File: src/spfcad_defs.vh
// constants for the serial flash instruction and address decoder
`ifndef SPFCAD_DEFS_VH
`define SPFCAD_DEFS_VH

// instructions with a fixed 4-byte address
`define OP_QUICK_READ_WIDE 8'h0C
`define OP_NORMAL_READ_WIDE 8'h13
`define OP_READ_DUAL_OUT_WIDE 8'h3C
`define OP_READ_QUAD_OUT_WIDE 8'h6C
`define OP_READ_DUAL_IO_WIDE 8'hBC
`define OP_READ_QUAD_IO_WIDE 8'hEC
`define OP_PAGE_PROGRAM_WIDE 8'h12
`define OP_QUAD_PAGE_PROGRAM_WIDE 8'h34
`define OP_PARAM_4K_WIPE_WIDE 8'h21
`define OP_LARGE_BLOCK_WIPE_WIDE 8'hDC

// legacy instructions, width follows the extended-address bit
`define OP_NORMAL_READ 8'h03
`define OP_QUICK_READ 8'h0B
`define OP_READ_DUAL_OUT 8'h3B
`define OP_READ_QUAD_OUT 8'h6B
`define OP_READ_DUAL_IO 8'hBB
`define OP_READ_QUAD_IO 8'hEB
`define OP_PAGE_PROGRAM 8'h02
`define OP_QUAD_PAGE_PROGRAM 8'h32
`define OP_PARAM_4K_WIPE 8'h20
`define OP_LARGE_BLOCK_WIPE 8'hD8

// identification and register access
`define OP_READ_MAKER_SIGNATURE 8'h90
`define OP_READ_IDENTITY 8'h9F
`define OP_READ_DISCOVERY_PARAMS 8'h5A
`define OP_READ_STATUS_ONE 8'h05
`define OP_READ_STATUS_TWO 8'h07
`define OP_READ_CONFIG_ONE 8'h35
`define OP_WRITE_STATUS_CONFIG 8'h01
`define OP_WRITE_ENABLE_CMD 8'h06
`define OP_WRITE_DISABLE_CMD 8'h04
`define OP_CLEAR_FAIL_FLAGS 8'h30
`define OP_BANK_REG_READ 8'h16
`define OP_BANK_REG_WRITE 8'h17
`define OP_BANK_REG_ACCESS_LEGACY 8'hB9
`define OP_LEARN_PATTERN_READ 8'h41
`define OP_LEARN_PATTERN_NV_PROGRAM 8'h43
`define OP_LEARN_PATTERN_VOL_WRITE 8'h4A

// command classes on op_class
`define CLS_NONE 4'h0
`define CLS_READ 4'h1
`define CLS_PROGRAM 4'h2
`define CLS_ERASE 4'h3
`define CLS_REG_READ 4'h4
`define CLS_REG_WRITE 4'h5
`define CLS_SIMPLE 4'h6
`define CLS_BANK_READ 4'h7
`define CLS_BANK_WRITE 4'h8

// address kinds
`define AK_NONE 2'h0
`define AK_LEGACY 2'h1
`define AK_FIXED4 2'h2

// bank register
`define BANK_RESET 8'h00
`define BANK_EXT_BIT 7
`define BANK_SEL_MASK 8'h7F

// bit counts and idle read byte
`define BITS_INSTR 6'h08
`define BITS_ADDR3 6'h18
`define BITS_ADDR4 6'h20
`define BITS_BYTE 4'h8
`define IDLE_BYTE 8'hFF

`endif

File: src/spfcad_decode.v
// serial flash instruction decoder with extended address and bank logic
//
// Notes on behaviour
// - 0C fast, 13 normal read: always 4-byte
// - 3C dual-out, 6C quad-out read: 4-byte
// - BC dual I/O, EC quad I/O: 4-byte
// - 12 program, 34 quad program: 4-byte
// - 21 4k erase, DC sector erase: 4-byte
// - extended-address bit cleared at reset
// - extended bit set: legacy commands take four bytes
// - 03 normal, 0B fast read: width follows bit
// - 3B dual-out, 6B quad-out: width follows bit
// - BB dual I/O, EB quad I/O: width follows bit
// - 02 program, 32 quad program: width follows bit
// - 20 4k erase, D8 sector erase: width follows
// - 3-byte mode: bank register is top byte
// - bank register volatile, bank 0 after reset
// - reads stream across banks without delay
// - bank register untouched by streaming reads
// - 90 signature, 9F identity, 5A parameters
// - 05, 07 status reads, 35 config read
// - 01 register write, 06/04 write enable/disable
// - 30 clears fail flags
// - 16 bank read, 17 and B9 bank write
// - 41 pattern read, 43/4A pattern writes
// - 8-bit instruction first, address MSB first
`timescale 1ns/100ps
`default_nettype none
`include "spfcad_defs.vh"

module spfcad_decode #(
   parameter LAT_CYC = 8,
   parameter FIFO_DEPTH = 4
) (
   // clock and reset
   input wire clk_sys,
   input wire arst_n,
   // serial pins
   input wire cs_n,
   input wire sck,
   input wire [3:0] io_in,
   output wire [3:0] io_out,
   output reg [3:0] io_oe,
   // read data from array or register store
   input wire [7:0] rd_data,
   input wire rd_valid,
   output wire rd_ready,
   // decoded command
   output reg [7:0] op_code,
   output reg [3:0] op_class,
   output reg op_strobe,
   output reg op_wide,
   output reg [31:0] op_addr,
   output reg op_addr_strobe,
   output reg [31:0] stream_addr,
   // write data and framing
   output reg [7:0] wr_data,
   output reg wr_strobe,
   output reg frame_end,
   // bank register
   output reg [7:0] bank_address_select,
   output wire wide_address_enable
);
   localparam ST_INST = 3'h0;
   localparam ST_ADDR = 3'h1;
   localparam ST_LAT = 3'h2;
   localparam ST_DIN = 3'h3;
   localparam ST_DOUT = 3'h4;
   localparam ST_IGN = 3'h5;

   function [3:0] cls_of;
      input [7:0] op;
      begin
         case (op)
            `OP_QUICK_READ_WIDE, `OP_NORMAL_READ_WIDE,
            `OP_READ_DUAL_OUT_WIDE, `OP_READ_QUAD_OUT_WIDE,
            `OP_READ_DUAL_IO_WIDE, `OP_READ_QUAD_IO_WIDE,
            `OP_NORMAL_READ, `OP_QUICK_READ,
            `OP_READ_DUAL_OUT, `OP_READ_QUAD_OUT,
            `OP_READ_DUAL_IO, `OP_READ_QUAD_IO: cls_of = `CLS_READ;
            `OP_PAGE_PROGRAM_WIDE, `OP_QUAD_PAGE_PROGRAM_WIDE,
            `OP_PAGE_PROGRAM,
            `OP_QUAD_PAGE_PROGRAM: cls_of = `CLS_PROGRAM;
            `OP_PARAM_4K_WIPE_WIDE, `OP_LARGE_BLOCK_WIPE_WIDE,
            `OP_PARAM_4K_WIPE,
            `OP_LARGE_BLOCK_WIPE: cls_of = `CLS_ERASE;
            `OP_READ_MAKER_SIGNATURE, `OP_READ_IDENTITY,
            `OP_READ_DISCOVERY_PARAMS, `OP_READ_STATUS_ONE,
            `OP_READ_STATUS_TWO, `OP_READ_CONFIG_ONE,
            `OP_LEARN_PATTERN_READ: cls_of = `CLS_REG_READ;
            `OP_WRITE_STATUS_CONFIG, `OP_LEARN_PATTERN_NV_PROGRAM,
            `OP_LEARN_PATTERN_VOL_WRITE: cls_of = `CLS_REG_WRITE;
            `OP_WRITE_ENABLE_CMD, `OP_WRITE_DISABLE_CMD,
            `OP_CLEAR_FAIL_FLAGS: cls_of = `CLS_SIMPLE;
            `OP_BANK_REG_READ: cls_of = `CLS_BANK_READ;
            `OP_BANK_REG_WRITE,
            `OP_BANK_REG_ACCESS_LEGACY: cls_of = `CLS_BANK_WRITE;
            default: cls_of = `CLS_NONE;
         endcase
      end
   endfunction

   function [1:0] akind_of;
      input [7:0] op;
      begin
         case (op)
            `OP_QUICK_READ_WIDE, `OP_NORMAL_READ_WIDE: akind_of = `AK_FIXED4;
            `OP_READ_DUAL_OUT_WIDE,
            `OP_READ_QUAD_OUT_WIDE: akind_of = `AK_FIXED4;
            `OP_READ_DUAL_IO_WIDE,
            `OP_READ_QUAD_IO_WIDE: akind_of = `AK_FIXED4;
            `OP_PAGE_PROGRAM_WIDE,
            `OP_QUAD_PAGE_PROGRAM_WIDE: akind_of = `AK_FIXED4;
            `OP_PARAM_4K_WIPE_WIDE,
            `OP_LARGE_BLOCK_WIPE_WIDE: akind_of = `AK_FIXED4;
            `OP_NORMAL_READ, `OP_QUICK_READ: akind_of = `AK_LEGACY;
            `OP_READ_DUAL_OUT, `OP_READ_QUAD_OUT: akind_of = `AK_LEGACY;
            `OP_READ_DUAL_IO, `OP_READ_QUAD_IO: akind_of = `AK_LEGACY;
            `OP_PAGE_PROGRAM,
            `OP_QUAD_PAGE_PROGRAM: akind_of = `AK_LEGACY;
            `OP_PARAM_4K_WIPE,
            `OP_LARGE_BLOCK_WIPE: akind_of = `AK_LEGACY;
            default: akind_of = `AK_NONE;
         endcase
      end
   endfunction

   // lines per edge in the address phase
   function [2:0] abw_of;
      input [7:0] op;
      begin
         case (op)
            `OP_READ_DUAL_IO, `OP_READ_DUAL_IO_WIDE: abw_of = 3'h2;
            `OP_READ_QUAD_IO, `OP_READ_QUAD_IO_WIDE: abw_of = 3'h4;
            default: abw_of = 3'h1;
         endcase
      end
   endfunction

   // lines per edge in the data phase
   function [2:0] dbw_of;
      input [7:0] op;
      begin
         case (op)
            `OP_READ_DUAL_OUT, `OP_READ_DUAL_OUT_WIDE,
            `OP_READ_DUAL_IO, `OP_READ_DUAL_IO_WIDE: dbw_of = 3'h2;
            `OP_READ_QUAD_OUT, `OP_READ_QUAD_OUT_WIDE,
            `OP_READ_QUAD_IO, `OP_READ_QUAD_IO_WIDE,
            `OP_QUAD_PAGE_PROGRAM,
            `OP_QUAD_PAGE_PROGRAM_WIDE: dbw_of = 3'h4;
            default: dbw_of = 3'h1;
         endcase
      end
   endfunction

   // reads that insert latency cycles before data
   function has_lat;
      input [7:0] op;
      begin
         case (op)
            `OP_NORMAL_READ, `OP_NORMAL_READ_WIDE: has_lat = 1'b0;
            `OP_READ_DISCOVERY_PARAMS: has_lat = 1'b1;
            default: has_lat = (cls_of(op) == `CLS_READ);
         endcase
      end
   endfunction

   // bits captured on one rising edge, io0 lowest
   function [3:0] take;
      input [2:0] bw;
      input [3:0] io;
      begin
         case (bw)
            3'h2: take = {2'h0, io[1:0]};
            3'h4: take = io;
            default: take = {3'h0, io[0]};
         endcase
      end
   endfunction

   // pin synchronisers: cs_n, sck, io[3:0]
   reg [5:0] sync1;
   reg [5:0] sync2;
   reg [5:0] sync3;
   reg [5:0] filt;
   reg sck_d;
   reg cs_d;
   wire f_cs_n = filt[5];
   wire f_sck = filt[4];
   wire [3:0] f_io = filt[3:0];
   wire sck_rise = f_sck & ~sck_d & ~f_cs_n;
   wire sck_fall = ~f_sck & sck_d & ~f_cs_n;

   genvar g;
   generate
      for (g = 0; g < 6; g = g + 1) begin : g_filt
         always @(posedge clk_sys or negedge arst_n) begin
            if (!arst_n) begin
               filt[g] <= (g == 5) ? 1'b1 : 1'b0;
            end else if (sync2[g] == sync3[g]) begin
               filt[g] <= sync3[g];
            end
         end
      end
   endgenerate

   always @(posedge clk_sys or negedge arst_n) begin
      if (!arst_n) begin
         sync1 <= 6'h20;
         sync2 <= 6'h20;
         sync3 <= 6'h20;
         sck_d <= 1'b0;
         cs_d <= 1'b1;
      end else begin
         sync1 <= {cs_n, sck, io_in};
         sync2 <= sync1;
         sync3 <= sync2;
         sck_d <= f_sck;
         cs_d <= f_cs_n;
      end
   end

   // read data buffer; stalls the array source when full
   wire [7:0] fifo_data;
   wire fifo_valid;
   reg fifo_pop;

   spfcad_fifo #(
      .WIDTH(8),
      .DEPTH(FIFO_DEPTH)
   ) u_fifo (
      .clk_sys(clk_sys),
      .arst_n(arst_n),
      .in_data(rd_data),
      .in_valid(rd_valid),
      .in_ready(rd_ready),
      .out_data(fifo_data),
      .out_valid(fifo_valid),
      .out_ready(fifo_pop)
   );

   reg [2:0] state;
   reg [5:0] bitcnt;
   reg [5:0] addr_bits;
   reg [31:0] ash;
   reg [7:0] dsh;
   reg [7:0] out_sh;
   reg [3:0] out_left;
   reg [2:0] abw;
   reg [2:0] dbw;
   reg [7:0] lat_cnt;
   reg [31:0] next_ash;
   reg [7:0] next_dsh;
   reg [7:0] next_byte;

   assign wide_address_enable = bank_address_select[`BANK_EXT_BIT];
   assign io_out = (dbw == 3'h4) ? out_sh[7:4] :
                   (dbw == 3'h2) ? {2'h0, out_sh[7:6]} :
                   {2'h0, out_sh[7], 1'b0};

   always @* begin
      next_ash = (ash << abw) | {28'h0, take(abw, f_io)};
      next_dsh = (dsh << dbw) | {4'h0, take(dbw, f_io)};
      next_byte = (op_class == `CLS_BANK_READ) ? bank_address_select :
                  (fifo_valid ? fifo_data : `IDLE_BYTE);
      fifo_pop = (state == ST_DOUT) & sck_fall & (out_left == 4'h0) &
                 (op_class != `CLS_BANK_READ) & fifo_valid;
   end

   always @(posedge clk_sys or negedge arst_n) begin
      if (!arst_n) begin
         state <= ST_INST;
         bitcnt <= 6'h00;
         addr_bits <= `BITS_ADDR3;
         ash <= 32'h0;
         dsh <= 8'h00;
         out_sh <= 8'h00;
         out_left <= 4'h0;
         abw <= 3'h1;
         dbw <= 3'h1;
         lat_cnt <= 8'h00;
         io_oe <= 4'h0;
         op_code <= 8'h00;
         op_class <= `CLS_NONE;
         op_strobe <= 1'b0;
         op_wide <= 1'b0;
         op_addr <= 32'h0;
         op_addr_strobe <= 1'b0;
         stream_addr <= 32'h0;
         wr_data <= 8'h00;
         wr_strobe <= 1'b0;
         frame_end <= 1'b0;
         bank_address_select <= `BANK_RESET;
      end else begin
         op_strobe <= 1'b0;
         op_addr_strobe <= 1'b0;
         wr_strobe <= 1'b0;
         frame_end <= f_cs_n & ~cs_d;
         if (f_cs_n) begin
            // deselect ends any command and frees the lines
            state <= ST_INST;
            bitcnt <= 6'h00;
            out_left <= 4'h0;
            io_oe <= 4'h0;
            dbw <= 3'h1;
         end else if (sck_rise) begin
            case (state)
               ST_INST: begin
                  dsh <= {dsh[6:0], f_io[0]};
                  bitcnt <= bitcnt + 6'h01;
                  if (bitcnt == `BITS_INSTR - 6'h01) begin
                     op_code <= {dsh[6:0], f_io[0]};
                     op_class <= cls_of({dsh[6:0], f_io[0]});
                     abw <= abw_of({dsh[6:0], f_io[0]});
                     dbw <= dbw_of({dsh[6:0], f_io[0]});
                     bitcnt <= 6'h00;
                     ash <= 32'h0;
                     lat_cnt <= 8'h00;
                     op_strobe <= (cls_of({dsh[6:0], f_io[0]}) !=
                                   `CLS_NONE);
                     // fixed opcodes or the extended bit pick 4 bytes
                     op_wide <= (akind_of({dsh[6:0], f_io[0]}) ==
                                 `AK_FIXED4) | wide_address_enable;
                     addr_bits <= ((akind_of({dsh[6:0], f_io[0]}) ==
                                    `AK_FIXED4) | wide_address_enable) ?
                                  `BITS_ADDR4 : `BITS_ADDR3;
                     if (akind_of({dsh[6:0], f_io[0]}) != `AK_NONE) begin
                        state <= ST_ADDR;
                     end else begin
                        case (cls_of({dsh[6:0], f_io[0]}))
                           `CLS_REG_WRITE, `CLS_BANK_WRITE: begin
                              state <= ST_DIN;
                           end
                           `CLS_REG_READ, `CLS_BANK_READ: begin
                              state <= has_lat({dsh[6:0], f_io[0]}) ?
                                       ST_LAT : ST_DOUT;
                           end
                           default: begin
                              state <= ST_IGN;
                           end
                        endcase
                     end
                  end
               end
               ST_ADDR: begin
                  ash <= next_ash;
                  bitcnt <= bitcnt + {3'h0, abw};
                  if (bitcnt + {3'h0, abw} == addr_bits) begin
                     bitcnt <= 6'h00;
                     op_addr_strobe <= 1'b1;
                     if (op_wide) begin
                        op_addr <= next_ash;
                        stream_addr <= next_ash;
                     end else begin
                        // bank register supplies the top byte
                        op_addr <= {bank_address_select & `BANK_SEL_MASK,
                                    next_ash[23:0]};
                        stream_addr <= {bank_address_select &
                                        `BANK_SEL_MASK,
                                        next_ash[23:0]};
                     end
                     case (op_class)
                        `CLS_READ: begin
                           state <= has_lat(op_code) ? ST_LAT : ST_DOUT;
                        end
                        `CLS_PROGRAM: begin
                           state <= ST_DIN;
                        end
                        default: begin
                           state <= ST_IGN;
                        end
                     endcase
                  end
               end
               ST_LAT: begin
                  lat_cnt <= lat_cnt + 8'h01;
                  if (lat_cnt == LAT_CYC[7:0] - 8'h01) begin
                     state <= ST_DOUT;
                  end
               end
               ST_DIN: begin
                  dsh <= next_dsh;
                  bitcnt <= bitcnt + {3'h0, dbw};
                  if (bitcnt + {3'h0, dbw} == {2'h0, `BITS_BYTE}) begin
                     bitcnt <= 6'h00;
                     wr_data <= next_dsh;
                     wr_strobe <= 1'b1;
                     if (op_class == `CLS_BANK_WRITE) begin
                        bank_address_select <= next_dsh;
                        state <= ST_IGN;
                     end
                  end
               end
               ST_DOUT: begin
                  state <= ST_DOUT;
               end
               default: begin
                  state <= ST_IGN;
               end
            endcase
         end else if (sck_fall && state == ST_DOUT) begin
            // single uses io1, dual io1:0, quad io3:0
            io_oe <= (dbw == 3'h4) ? 4'hF :
                     (dbw == 3'h2) ? 4'h3 : 4'h2;
            if (out_left == 4'h0) begin
               out_sh <= next_byte;
               out_left <= `BITS_BYTE - {1'b0, dbw};
               // address runs past bank ends; bank register kept
               if (op_class == `CLS_READ) begin
                  stream_addr <= stream_addr + 32'h1;
               end
            end else begin
               out_sh <= out_sh << dbw;
               out_left <= out_left - {1'b0, dbw};
            end
         end
      end
   end
endmodule

`default_nettype wire

File: src/spfcad_fifo.v
// small synchronous fifo with valid/ready on both sides
`timescale 1ns/100ps
`default_nettype none

module spfcad_fifo #(
   parameter WIDTH = 8,
   parameter DEPTH = 4
) (
   // clock and reset
   input wire clk_sys,
   input wire arst_n,
   // filling side
   input wire [WIDTH-1:0] in_data,
   input wire in_valid,
   output wire in_ready,
   // draining side
   output wire [WIDTH-1:0] out_data,
   output wire out_valid,
   input wire out_ready
);
   localparam AW = (DEPTH > 1) ? $clog2(DEPTH) : 1;

   reg [WIDTH-1:0] mem [0:DEPTH-1];
   reg [AW-1:0] wr_ptr;
   reg [AW-1:0] rd_ptr;
   reg [AW:0] count;
   wire push;
   wire pop;

   assign in_ready = (count != DEPTH[AW:0]);
   assign out_valid = (count != {(AW+1){1'b0}});
   assign out_data = mem[rd_ptr];
   assign push = in_valid & in_ready;
   assign pop = out_valid & out_ready;

   always @(posedge clk_sys) begin
      if (push) begin
         mem[wr_ptr] <= in_data;
      end
   end

   always @(posedge clk_sys or negedge arst_n) begin
      if (!arst_n) begin
         wr_ptr <= {AW{1'b0}};
         rd_ptr <= {AW{1'b0}};
         count <= {(AW+1){1'b0}};
      end else begin
         if (push) begin
            wr_ptr <= (wr_ptr == DEPTH[AW-1:0] - 1'b1) ? {AW{1'b0}} :
                      wr_ptr + 1'b1;
         end
         if (pop) begin
            rd_ptr <= (rd_ptr == DEPTH[AW-1:0] - 1'b1) ? {AW{1'b0}} :
                      rd_ptr + 1'b1;
         end
         if (push & !pop) begin
            count <= count + 1'b1;
         end else if (pop & !push) begin
            count <= count - 1'b1;
         end
      end
   end
endmodule

`default_nettype wire

File: config.mk
export PLATFORM = sky130hd
export DESIGN_NAME = spfcad_decode
export DESIGN_NICKNAME = d
export VERILOG_FILES = /design/src/spfcad_decode.v /design/src/spfcad_fifo.v
export VERILOG_INCLUDE_DIRS = /design/src
export SDC_FILE = /design/constraint.sdc
export NUM_CORES = 1
export LEC_CHECK = 0
export ABC_AREA = 1
export BUFFER_PORTS_ARGS = -buffer_cell sky130_fd_sc_hd__buf_4
export CORE_MARGIN = 5
export CORE_UTILIZATION = 45
export DETAILED_ROUTE_END_ITERATION = 12
export HOLD_SLACK_MARGIN = 0.03
export PLACE_DENSITY_LB_ADDON = 0.08
export SLEW_MARGIN = 40
export SYNTH_ARGS = -nofsm -noshare
export SYNTH_HDL_FRONTEND = slang
export SYNTH_HIERARCHICAL = 1
export SYNTH_SLANG_ARGS = --single-unit
File: constraint.sdc
create_clock -name clk_sys -period 5 [get_ports clk_sys]
set_input_delay 0.25 -clock clk_sys [delete_from_list [all_inputs] [get_ports clk_sys]]
set_output_delay 0.25 -clock clk_sys [all_outputs]
set_load 0.01 [all_outputs]
# --- Word level (Yosys, flattened, before mapping) ---
# Memory sizes are Yosys's and may differ from the RTL's.
# Index checks and enable logic that the tools add are counted.
classes:
  order_cmp: 0
  n_reduce_logical: 59
  eq_ne: 114
  div: 0
  bitwise_logic: 21
  shifts: 3
  addsub: 11
  multipliers: 0
  n_mux: 114
ops:
  columns: ["op", "n"]
  rows:
  - ["two-way mux 32 bit", 8]
  - ["equality test 8 bit (second input constant)", 18]
  - ["equality test 8 x 6 -> 1 bit (second input constant)", 16]
  - ["two-way mux 4 bit", 31]
  - ["equality test 8 x 7 -> 1 bit (second input constant)", 12]
  - ["equality test 8 x 3 -> 1 bit (second input constant)", 9]
  - ["equality test 8 x 5 -> 1 bit (second input constant)", 8]
  - ["case mux 32 bit (2 select lines)", 1]
  - ["case mux 4 bit (8 select lines)", 2]
  - ["two-way mux 3 bit", 16]
  - ["two-way mux 6 bit", 6]
  - ["adder 32 x 1 -> 32 bit (second input constant)", 1]
  - ["equality test 8 x 2 -> 1 bit (second input constant)", 4]
  - ["equality test 8 x 4 -> 1 bit (second input constant)", 4]
  - ["two-way mux 8 bit", 4]
  - ["OR 32 x 4 -> 32 bit", 1]
  - ["case mux 8 bit (2 select lines)", 2]
  - ["<< shifter 32 x 3 -> 32 bit", 1]
  - ["two-way mux 1 bit", 27]
  - ["case mux 3 bit (2 select lines)", 4]
  - ["nonzero test 2 bit", 12]
  - ["OR reduction 12 bit", 2]
  - ["AND reduction 4 bit", 5]
  - ["OR reduction 10 bit", 2]
  - ["51 further kinds", 126]
totals:
  ram_bits: 32
  out_inout_bits: 107
  in_bits: 17
  wordCells: 359
  mem_count: 1
  ff_bits: 215
  rom_bits: 0
  latch_bits: 0
memory_table:
  columns: ["memory", "words", "word_bits", "rd", "rd_clocked_by_memory_dff", "wr", "line_no", "rtl"]
  rows:
  - ["u_fifo.mem", 4, 8, 1, 0, 1, "spfcad_fifo.v:23", "reg [WIDTH-1:0] mem [0:DEPTH-1];"]

# --- Longest topological paths before layout ---
# Gate-level depths: netlist of run 1.
logic_depth:
  word_depth: 36
  depth_mapped: 18
  mapped_depth_nobuf: 16

# --- Modules after synthesis ---
# Netlist of run 1, hierarchy kept.
modules_own_cells:
  columns: ["module", "seq_area_each_um2", "instances", "area_each_um2", "cells_each"]
  rows:
  - ["spfcad_decode", 5064.9, 1, 11747.5, 1609]
  - ["spfcad_fifo", 1136.1, 1, 1761.7, 152]

# --- Least setup slack after synthesis of run 1 ---
# Ideal clock, no wire load.
synth_path:
  path_type: "flip-flop to flip-flop"
  startpoint: "reg dbw[1]"
  endpoint: "reg bank_address_select[7]"
  period_less_slack_ns: 2.508
  path_slack_ns: 2.492
  path_buffers: 3
  arrival_time_ns: 2.377
  setup_ns: 0.131
  path_stages_with_launch: 18
  t_required_ns: 4.869
  path_cell_list: "dfrtp_1 clkbuf_1 inv_1 clkbuf_1 fa_1 inv_1 nand3_1 nand2_1 nand2_1 nand2_1 nand2_1 nor2_1 nand2_1 inv_1 nand3_1 clkbuf_1 nand2_1 o21ai_0"
synth_between:
  elab_chain_cells: 3
  elab_cells_between_ends: 5
  classes_between: "1 x add/sub; 1 x eq/ne; 1 x shift; 1 x bitwise; 1 x reduce/logical"
synth_rtl:
  columns: ["element", "line_no", "rtl"]
  rows:
  - ["from (decl)", "spfcad_decode.v:250", "reg [2:0] dbw;"]
  - ["from (signal assigned)", "spfcad_decode.v:315", "dbw <= dbw_of({dsh[6:0], f_io[0]});"]
  - ["adder 6 x 3 -> 6 bit", "spfcad_decode.v:384", "if (bitcnt + {3'h0, dbw} == {2'h0, `BITS_BYTE}) begin"]
  - ["equality test 6 x 4 -> 1 bit", "spfcad_decode.v:384", null]
  - ["AND reduction 5 bit (no line)", null, null]
  - ["to (signal assigned)", "spfcad_decode.v:293", "bank_address_select <= `BANK_RESET;"]
  - ["to (signal assigned)", "spfcad_decode.v:389", "bank_address_select <= next_dsh;"]
  - ["to (decl)", "spfcad_decode.v:61", "output reg [7:0] bank_address_select,"]
# Parallel ways exist; a longest one is shown, timed or not.
# A chain may end at the register's enable or synchronous reset.

# --- Worst setup path after layout of run 1 ---
layout_path:
  startpoint: "reg abw[2]"
  endpoint: "reg stream_addr[18]"
layout_between:
  elab_chain_cells: 6
  elab_cells_between_ends: 10
  classes_between: "1 x add/sub; 2 x eq/ne; 1 x shift; 4 x mux; 1 x bitwise; 1 x reduce/logical"
layout_rtl:
  columns: ["element", "line_no", "rtl"]
  rows:
  - ["from (decl)", "spfcad_decode.v:249", "reg [2:0] abw;"]
  - ["from (signal assigned)", "spfcad_decode.v:314", "abw <= abw_of({dsh[6:0], f_io[0]});"]
  - ["parallel branches: the longest is 6 deep, another holds adder 6 x 3 -> 6 bit", null, null]
  - ["to (signal assigned)", "spfcad_decode.v:353", "stream_addr <= next_ash;"]
  - ["to (signal assigned)", "spfcad_decode.v:358", "stream_addr <= {bank_address_select &"]
  - ["to (signal assigned)", "spfcad_decode.v:410", "stream_addr <= stream_addr + 32'h1;"]
  - ["to (decl)", "spfcad_decode.v:55", "output reg [31:0] stream_addr,"]
# Parallel ways; which one is timed is not known. The select of a mux whose other input is x is not followed.

==> results.toml, run 1 <==
[sta]
post-route-period-util_pct = 69.8
finalSetupTns_ns = 0
min_period_ns = 3.49
max_freq_ghz = 0.286
setup-violations-final = 0
fin_ws_ns = 1.51
finalHoldViolations = 0
slew_violations = 0
finClkSkew_ns = 0.0150
hold_slack_ns = 0.205
rsz0062_at_grt = "no"
slew_headroom_pct = 46.0
worst_pin_slew_ns = 0.808

[worst_hold_path]
hp-class = "primary input to async pin"

[drt]
via_per_inst = 5.38
drc = 0
drtAntennaViolNets = 0
drtIter0Drc = 994
wl_per_cell_um = 17.8
vias = 12230
wl_um = 40400
drt_pass1_iterations = 5

[cells_and_area]
fin_area_um2 = 15800
fillers = 2905
antenna_cells = 0
instances_no_fill = 2273
syn2layout_area_growth_pct = 17.0
nets = 1900
drive_gt1_share_pct = 12.0

[synthesis]
async_flop_share_pct = 86.7
ys_seq_elements = 241
synth_edf_count = 32
ys_seq_area_share_pct = 45.9
synth_cells = 1761
syn_area_per_cell_um2 = 7.67
ys_warn_count = 6
synth_area_um2 = 13500
synthFlopType = "dfrtp_1"
synth_nets = 1800
ys_types = 53

[clock_network]
clk_pin_slew_ns = 0.06
cts_buffer_depth = 3
cts_tree = "yes"
clock-sinks = 241
cts-root-buf = "clkbuf_16"
cts_max_level = 1
cts_hold_buf = 16
post-cts-setup-buffers = 0
cts_resized = 0
cts_made_buffers = 28
clk_latency_ns = 0.56

[critical_path]
cp-end-kind = "register"
cp_max_fo = 48
path_buf_inv = 0
critPathSlowestCell = "dfrtp_2"
crit_path_cell_trace = "ha_1, a21oi_1, nand2_1, nand2_1, nand2_1, nand2_1, nand2_1, nor2_4, nand3_4, nand2_4, nand2_4, o21ai_0"
path_class = "register to register"
worstPathRequired_ns = 5.45
arrival_ns = 3.94
worstSetupStartpointType = "register"
critPathMaxStageDelay_ns = 0.73
cp_common_cell = "nand2_1"
crit_family = "simple AND/OR/NAND/NOR gates"

[power_and_ir_drop]
power.leakage_uw = 0.00741
pwr_density_cell_nw_per_um2 = 408
peakVddDrop_mv = 0.299

[global_routing]
use_met1_pct = 32.6
grt_antenna_before_repair = 0
use_met2_pct = 40.8
gr-usage-met3_pct = 2.72
grt.busiest_layer = "met2"
grt_max_degree = 70
grt.overflow.total = 0
track_usage_pct = 23.9
grt_pass1_vias = 12022
grt_pass1_wl_um = 65300

[floorplanning]
row_count = 63
core_area_um2 = 29600
die_y_um = 183
die_area_um2 = 33600
die_w_um = 183
start_util_pct = 45.6
io_pins = 124

[outcome]
outcome = "completed"

[place]
dpl_cell_area_um2 = 14600
placedCellCount = 2205
gp_congestion = 0.935
dp_slack_ns = 1.23
hpwlAfterDp_um = 29800
place.port_buffers = 123

[job]
drv_cap = 0
[metrics by stage]
stage / utilization, % / power, µW
final: 53.3 / 6440
after global routing: 53.3 / 6870
after CTS: 53.3 / 6490
after detailed placement: 49.4 / 4300
after global placement: 49.3 / 4290
after floorplan: - / 3780
[layer usage]
metal	wire length, µm	up-vias
li1	-	6026
met2	19400	308
met1	18000	5837
met5	0	-
met3	1940	59
met4	1040	0
[worst register-to-register path, stage by stage, from the launching register on]
cell     delay (ns)
dfrtp_2        0.73
ha_1           0.42
a21oi_1        0.21
nand2_1        0.09
nand2_1        0.08
nand2_1        0.07
nand2_1        0.06
nand2_1        0.07
nor2_4         0.14
nand3_4        0.42
nand2_4        0.41
nand2_4        0.34
o21ai_0        0.34
[sequential cells by signal (all words and copies together) (netlist names), 4 cells and up]
name	cells
lat_cnt	8
op_code	8
op_class	4
op_addr	32
out_sh	8
sync1	6
f_io	4
sync3	6
wr_data	8
u_fifo/mem	32
sync2	6
bitcnt	6
dsh	8
stream_addr	32
out_left	4
ash	32
bank_address_select	8
[path summary, 6_finish.rpt]
check,from,endpoint,slack [ns],cells past startpoint
hold reg to reg,sync1[4],sync2[4],0.35,0
min in group clk_sys,sck,sync1[4],0.34,2
max in group asynchronous,arst_n,dsh[1],3.80,3
setup reg to reg,abw[2],stream_addr[18],1.51,12
setup / recovery,abw[2],stream_addr[18],1.51,12
hold / removal,arst_n,op_addr[15],0.20,2
[cells in the mapped netlist, drive strengths merged (2+ instances only)]
library cell	instances	area share (%)
nand2	530	15
o21ai	210	7.9
dfrtp	201	37
inv	178	4.9
nor2	132	3.8
nand3	122	4.7
clkbuf	43	1.2
a21oi	36	1.3
buf	35	1.7
edfxtp	32	7.1
o22ai	26	1.2
nor3	25	0.96
o211ai	23	1.3
nand4	21	0.97
ha	18	1.7
xor2	18	1.2
xnor2	14	0.91
a31oi	13	0.60
mux2i	13	0.96
or2	9	0.42
dfstp	8	1.6
a21boi	7	0.39
a22oi	7	0.39
o221ai	7	0.45
maj3	6	0.44
o21a	5	0.28
fa	4	0.59
nand3b	4	0.22
a32oi	2	0.13
o31ai	2	0.11
[logic make-up (layout without fill, tap and decap cells)]
family	Yosys count	after routing	synth area share [%]
xor gates and xnor gates	32	32	2.07
DFF	241	241	45.9
adders and majority gates	28	28	2.70
buffers and inverters	257	379	7.84
AOI/OAI and AO/OA	344	344	14.5
and+or+nand+nor	846	846	26.0
muxes	13	13	0.963
[cell usage in the layout, fill, tap and decap left out, drive strengths merged, types with 5 or more instances in the layout]
| master | Yosys | layout |
|---|---|---|
| a21boi | 7 | 7 |
| a21oi | 36 | 36 |
| a22oi | 7 | 7 |
| a31oi | 13 | 13 |
| buf | 35 | 132 |
| clkbuf | 43 | 39 |
| clkinv | 1 | 7 |
| dfrtp | 201 | 201 |
| dfstp | 8 | 8 |
| dlygate4sd3 | 0 | 16 |
| edfxtp | 32 | 32 |
| ha | 18 | 18 |
| inv | 178 | 180 |
| maj3 | 6 | 6 |
| mux2i | 13 | 13 |
| nand2 | 530 | 530 |
| nand3 | 122 | 122 |
| nand4 | 21 | 21 |
| nor2 | 132 | 132 |
| nor3 | 25 | 25 |
| o211ai | 23 | 23 |
| o21a | 5 | 5 |
| o21ai | 210 | 210 |
| o221ai | 7 | 7 |
| o22ai | 26 | 26 |
| or2 | 9 | 9 |
| xnor2 | 14 | 14 |
| xor2 | 18 | 18 |
[layout make-up]
cell class	instances	area [µm²]	area share (%)
Clock buffer	39	853	5.40
Clock inverter	13	139	0.879
Inverter	179	672	4.25
Multi-Input combinational cell	1263	6270	39.7
Sequential cell	241	6200	39.3
Tap cell	390	488	3.09
Timing Repair Buffer	148	1180	7.46
[power breakdown]
part	internal (µW)	switching, µW	total [µW]
combinational	575	1220	1790
sequential	2230	270	2500
clock	1300	854	2150
Note: power is estimated with default switching activity, not from simulation.
==> run 2, diff against run 1 <==
--- a/config.mk
+++ b/config.mk
@@ -6,7 +6,7 @@
 export SDC_FILE = /design/constraint.sdc
 export NUM_CORES = 1
 export LEC_CHECK = 0
-export ABC_AREA = 1
+export ABC_AREA = 0
 export BUFFER_PORTS_ARGS = -buffer_cell sky130_fd_sc_hd__buf_4
 export CORE_MARGIN = 5
 export CORE_UTILIZATION = 45
==> constraint.sdc (replaced) <==
create_clock -name clk_sys -period 3 [get_ports clk_sys]
set_input_delay 0.15 -clock clk_sys [delete_from_list [all_inputs] [get_ports clk_sys]]
set_output_delay 0.15 -clock clk_sys [all_outputs]
set_load 0.01 [all_outputs]
==> run 2 against run 1 <==
Combinational power up 17%. Non-clock buffer count up 79. Power up 51%. Clock power up 77%. Largest cell class unchanged.
==> results.toml, run 2 <==
[floorplanning]
row_count = 62
die_y_um = 181
die_w_um = 181
start_util_pct = 45.8
core_area_um2 = 28900
io_pins = 124
die_area_um2 = 32900

[global_routing]
track_usage_pct = 22.2
grt_pass1_wl_um = 60100
grt_pass1_vias = 10574
grt_max_degree = 91
grt.overflow.total = 0
grt_antenna_before_repair = 0

[critical_path]
critPathMaxStageDelay_ns = 0.55
cp-end-kind = "register"
path_class = "register to register"
arrival_ns = 3.46
crit_path_cell_trace = "ha_4, inv_2, fa_2, xnor2_2, or4b_4, a2111oi_4, buf_4, o21ai_2, nand2_2, or4b_4, a21oi_2"
r2r_cells = 11
crit_start = "abw[0]"
worstSetupStartpointType = "register"
timing.rr.start = "abw[0]"
critPathSlowestCell = "dfstp_2"
r2r_slack_ns = 0.008
cp_common_cell = "or4b_4"
cp_max_fo = 4
rr_endpoint = "state[1]"
worstPathRequired_ns = 3.47

[drt]
drtAntennaViolNets = 0
via_per_inst = 5.80
drtIter0Drc = 899
drc = 0
drt_pass1_iterations = 5
wl_um = 38100
vias = 11038
wl_per_cell_um = 20.0

[synthesis]
ys_seq_area_share_pct = 46.9
async_flop_share_pct = 86.7
ys_seq_elements = 241
ys_types = 90
synth_most_common_cell = "dfrtp_1"
synth_cells = 1336
syn_area_per_cell_um2 = 9.90
synth_top_area_share_pct = 38.0
synth_area_um2 = 13200
ys_warn_count = 6
synthTopCellsByCount = "201 x dfrtp_1, 147 x nand2_1, 113 x nor2_1"
synthFlopType = "dfrtp_1"
synthTopCellsByArea = "dfrtp_1 38%, edfxtp_1 7.3%, mux4_2 5.1%, nand2_1 4.2%, a21oi_1 3.2%"
synth_edf_count = 32
yosys.area.top_type = "dfrtp_1"
synth_nets = 1375

[sta]
rsz0062_at_grt = "yes"
min_period_ns = 2.99
setup-violations-final = 0
slew_headroom_pct = 51.1
post-route-period-util_pct = 99.7
max_freq_ghz = 0.334
finalHoldViolations = 0
fin_ws_ns = 0.00765
finClkSkew_ns = 0.0305
slew_violations = 0
worst_pin_slew_ns = 0.733

[cells_and_area]
nets = 1535
layout_commonest_cell = "dfrtp_1"
fillers = 2559
syn2layout_area_growth_pct = 24.6
instances_no_fill = 1902
antenna_cells = 0
layout_common_cells = "201 x dfrtp_1, 192 x buf_4, 146 x nand2_1"
drive_gt1_share_pct = 25.5

[power_and_ir_drop]
pwr_density_cell_nw_per_um2 = 589
peakVddDrop_mv = 0.554
power.leakage_uw = 0.00726

[worst_hold_path]
hold_depth = 3
hp-start = "rd_valid"
hp-class = "primary input to register"
worstHoldEndpoint = "u_fifo/wr_ptr[1]"

[place]
place.port_buffers = 123
gp_congestion = 0.884
placedCellCount = 1819
hpwlAfterDp_um = 26400
dp_slack_ns = -0.115

[clock_network]
cts_made_buffers = 28
clock-sinks = 241
clk_pin_slew_ns = 0.06
clk_latency_ns = 0.56
cts_buffer_depth = 3
cts-root-buf = "clkbuf_16"
cts_max_level = 1
cts_tree = "yes"

[outcome]
outcome = "completed"

[job]
drv_cap = 0
-- run 2: changes by cell type in the layout (fill, tap and decap cells not counted), moves of 41 or more --
cell     previous run  this run
nand2_1           525       146
buf_4             130       192
inv_1             175        40
a21oi_1            35        76
nand3_1           118        46
o21ai_0           206        74
-- run 2: cells by family (layout without fill, tap and decap cells) --
logic type      count (synthesis)  count (layout)  share of synthesized area (%)
fa+ha+maj                      28              28                           2.76
simple gates                  447             447                           16.3
xor+xnor                       21              21                           1.39
buf+inv                       141             323                           4.27
flops                         241             241                           46.9
mux                            98              98                           10.6
compound gates                360             360                           17.7
-- run 2: layout make-up --
class,count,area (µm²),share of cell area (%)
Clock buffer,32,736,4.46
Clock inverter,20,289,1.75
Inverter,44,165,1.00
Multi-Input combinational cell,954,6680,40.5
Sequential cell,241,6200,37.6
Tap cell,384,480,2.91
Timing Repair Buffer,227,1930,11.7
-- run 2: worst max-delay path: cells and delay by family (launching register included) --
family | cells | cell delay (ns)
buffers and inverters | 2 | 0.21
DFF | 1 | 0.55
adders and majority gates | 2 | 0.48
xor gates and xnor gates | 1 | 0.15
AOI/OAI and AO/OA | 3 | 0.43
and+or+nand+nor | 3 | 1.10
-- run 2: what timing repair did --
item,CTS,global route
hold endpoints to repair,119,0
cloned,0,5
pin swaps,1,30
gates resized for setup,5,63
setup buffers,1,10
hold buffers,15,0
endpoints found under the setup margin,57,69
-- run 2: worst max-delay path by stage --
| stage | endpoint |
|---|---|
| 4_1_cts | op_addr[0] |
| 5_1_grt | state[1] |
| 6_report | state[1] |
| 2_1_floorplan | stream_addr[24] |
| 3_5_place_dp | bank_address_select[1] |
| 3_3_place_gp | stream_addr[0] |
-- run 2: per-layer routing --
metal / up-vias / track usage, % / part of all wire, %
met3: 77 / 3.64 / 5.3
met4: 0 / 6.15 / 2.9
met5: - / 0 / 0
met2: 330 / 35.1 / 46
met1: 5414 / 32.0 / 46
li1: 5217 / - / -
-- run 2: stage by stage --
step                      hold slack [ns]  instance area [µm²]  total power [µW]  setup TNS [ns]  util (%)
after floorplan                    -0.146                13200              5170               0         -
after global placement              0.224                14900              5840        -0.00782      51.5
after detailed placement            0.230                14900              5860           -1.85      51.5
after CTS                           0.122                16100              9710               0      55.7
after global routing                0.140                16500             10200           -1.43      57.1
final                               0.137                16500              9710               0      57.1
-- run 2: power breakdown --
part / internal [µW] / switching, µW / total [µW]
Combinational: 886 / 1220 / 2100
Sequential: 3570 / 242 / 3810
Clock: 2360 / 1440 / 3800
==> run 3, diff against run 2 <==
--- a/config.mk
+++ b/config.mk
@@ -10,7 +10,9 @@
 export BUFFER_PORTS_ARGS = -buffer_cell sky130_fd_sc_hd__buf_4
 export CORE_MARGIN = 5
 export CORE_UTILIZATION = 45
+export CTS_CLUSTER_SIZE = 28
 export DETAILED_ROUTE_END_ITERATION = 12
+export GPL_TIMING_DRIVEN = 0
 export HOLD_SLACK_MARGIN = 0.03
 export PLACE_DENSITY_LB_ADDON = 0.08
 export SLEW_MARGIN = 40
==> run 3 against run 2 <==
The flow now finishes with violations (setup timing). Combinational power is 4% higher. Sequential cell count stayed put. Clock power hardly changed. Power is 0.52% higher. Critical endpoint is now stream_addr[26].
==> results.toml, run 3 (synthesis gave the netlist of run 2 again) <==
[global_routing]
grt_pass1_wl_um = 65000
grt_max_degree = 72
grt.overflow.total = 0
track_usage_pct = 24.4
grt_pass1_vias = 11170
grt_antenna_before_repair = 0

[drt]
drt_pass1_iterations = 7
drtIter0Drc = 1057
wl_per_cell_um = 21.4
drc = 0
drtAntennaViolNets = 0
via_per_inst = 5.95
wl_um = 41400
vias = 11529

[clock_network]
clock-sinks = 241
cts_buffer_depth = 3
cts_made_buffers = 28
clk_latency_ns = 0.56
clk_pin_slew_ns = 0.06
cts_tree = "yes"
cts_max_level = 1
cts-root-buf = "clkbuf_16"

[sta]
finalHoldViolations = 0
worst_pin_slew_ns = 0.853
max_freq_ghz = 0.327
finClkSkew_ns = 0.0148
rsz0062_at_grt = "yes"
post-route-period-util_pct = 102
min_period_ns = 3.06
fin_ws_ns = -0.0581
slew_headroom_pct = 42.7
setup-violations-final = 5
slew_violations = 0
hold_slack_ns = 0.0736

[critical_path]
worstPathRequired_ns = 3.48
cp_max_fo = 6
cp_common_cell = "buf_6"
critPathSlowestCell = "dfstp_2"
arrival_ns = 3.54
path_class = "register to register"
worstSetupStartpointType = "register"
critPathMaxStageDelay_ns = 0.55
cp-end-kind = "register"
crit_path_cell_trace = "ha_4, inv_2, fa_2, xnor2_2, or4b_4, a2111oi_4, o211ai_1, buf_6, o31a_1, buf_6, a21oi_2, a2bb2oi_2"

[place]
gp_congestion = 0.907
hpwlAfterDp_um = 29300
place.port_buffers = 123
dp_slack_ns = -0.749
dpl_cell_area_um2 = 14700

[cells_and_area]
nets = 1570
layout_commonest_cell = "dfrtp_1"
drive_gt1_share_pct = 23.2
layout_common_cells = "199 x dfrtp_1, 148 x buf_4, 146 x nand2_1"
fin_area_um2 = 16600
antenna_cells = 0
syn2layout_area_growth_pct = 25.2

[floorplanning]
die_area_um2 = 32900
io_pins = 124
start_util_pct = 45.8
die_y_um = 181
core_area_um2 = 28900
row_count = 62
die_w_um = 181

[power_and_ir_drop]
peakVddDrop_mv = 0.403
power.leakage_uw = 0.00720
pwr_density_cell_nw_per_um2 = 589
p_total_uw = 9760

[worst_hold_path]
hp-class = "primary input to async pin"

[outcome]
outcome = "complete, but fails checks"
violations = "setup timing"

[job]
drv_cap = 0
run 3: cell types whose count changed in the layout (fill, tap and decap cells not counted), moves of 5 or more:
| cell | change |
|---|---|
| buf_2 | +10 |
| a21oi_2 | -5 |
| clkbuf_8 | +5 |
| clkbuf_1 | +56 |
| buf_1 | +10 |
| buf_4 | -44 |
| o21ai_1 | -7 |
| a21oi_1 | +6 |
run 3: metrics by stage:
| stage | TNS (ns) | cells | util (%) |
|---|---|---|---|
| 6_report | -0.192 | 1937 | 57.4 |
| 5_1_grt | -2.72 | 1937 | 57.4 |
| 4_1_cts | -0.496 | 1923 | 56.2 |
| 3_5_place_dp | -38.43 | 1846 | 51.0 |
| 3_3_place_gp | -39.15 | 1843 | 50.7 |
| 2_1_floorplan | 0 | 1336 | - |
run 3: critical path: cells and delay by family (launching register included):
kind            cells  cell delay (ns)
compound gates      5             0.87
fa+ha+maj           2             0.50
buf+inv             3             0.40
simple gates        1             0.50
xor+xnor            1             0.16
flops               1             0.55
run 3: what timing repair did:
action,4_1_cts,5_1_grt
pin swaps,7,25
resized for setup,51,49
hold endpoints to repair,171,0
buffers inserted,11,13
cloned,4,3
hold buffers,15,0
endpoints found under the setup margin,99,90
run 3: per-layer routing:
layer / vias up / GRT usage (%) / routed length [µm]
met2: 438 / 38.0 / 19100
met1: 5718 / 35.7 / 18600
met3: 77 / 4.08 / 2580
met5: - / 0 / 0
met4: 0 / 6.60 / 1160
li1: 5296 / - / -
run 3: power breakdown:
group	switching (µW)	internal (µW)
Combinational	1350	829
Sequential	188	3570
Clock	1440	2380
run 3: worst paths after layout:
check	from	endpoint	slack, ns	cells after the start
hold / removal	arst_n	lat_cnt[7]	0.07	2
setup reg to reg	abw[0]	stream_addr[26]	-0.06	12
setup / recovery	abw[0]	stream_addr[26]	-0.06	12
hold reg to reg	sync1[2]	sync2[2]	0.35	0
max in group asynchronous	arst_n	bank_address_select[3]	1.93	4
min in group clk_sys	rd_valid	u_fifo/wr_ptr[0]	0.16	3
run 3: area by class of cell:
class	instances	area (µm²)
Buffer	92	495
Clock buffer	36	791
Clock inverter	16	253
Fill cell	2593	12300
Inverter	44	166
Multi-Input combinational cell	954	6690
Sequential cell	241	6200
Tap cell	384	480
Timing Repair Buffer	170	1480
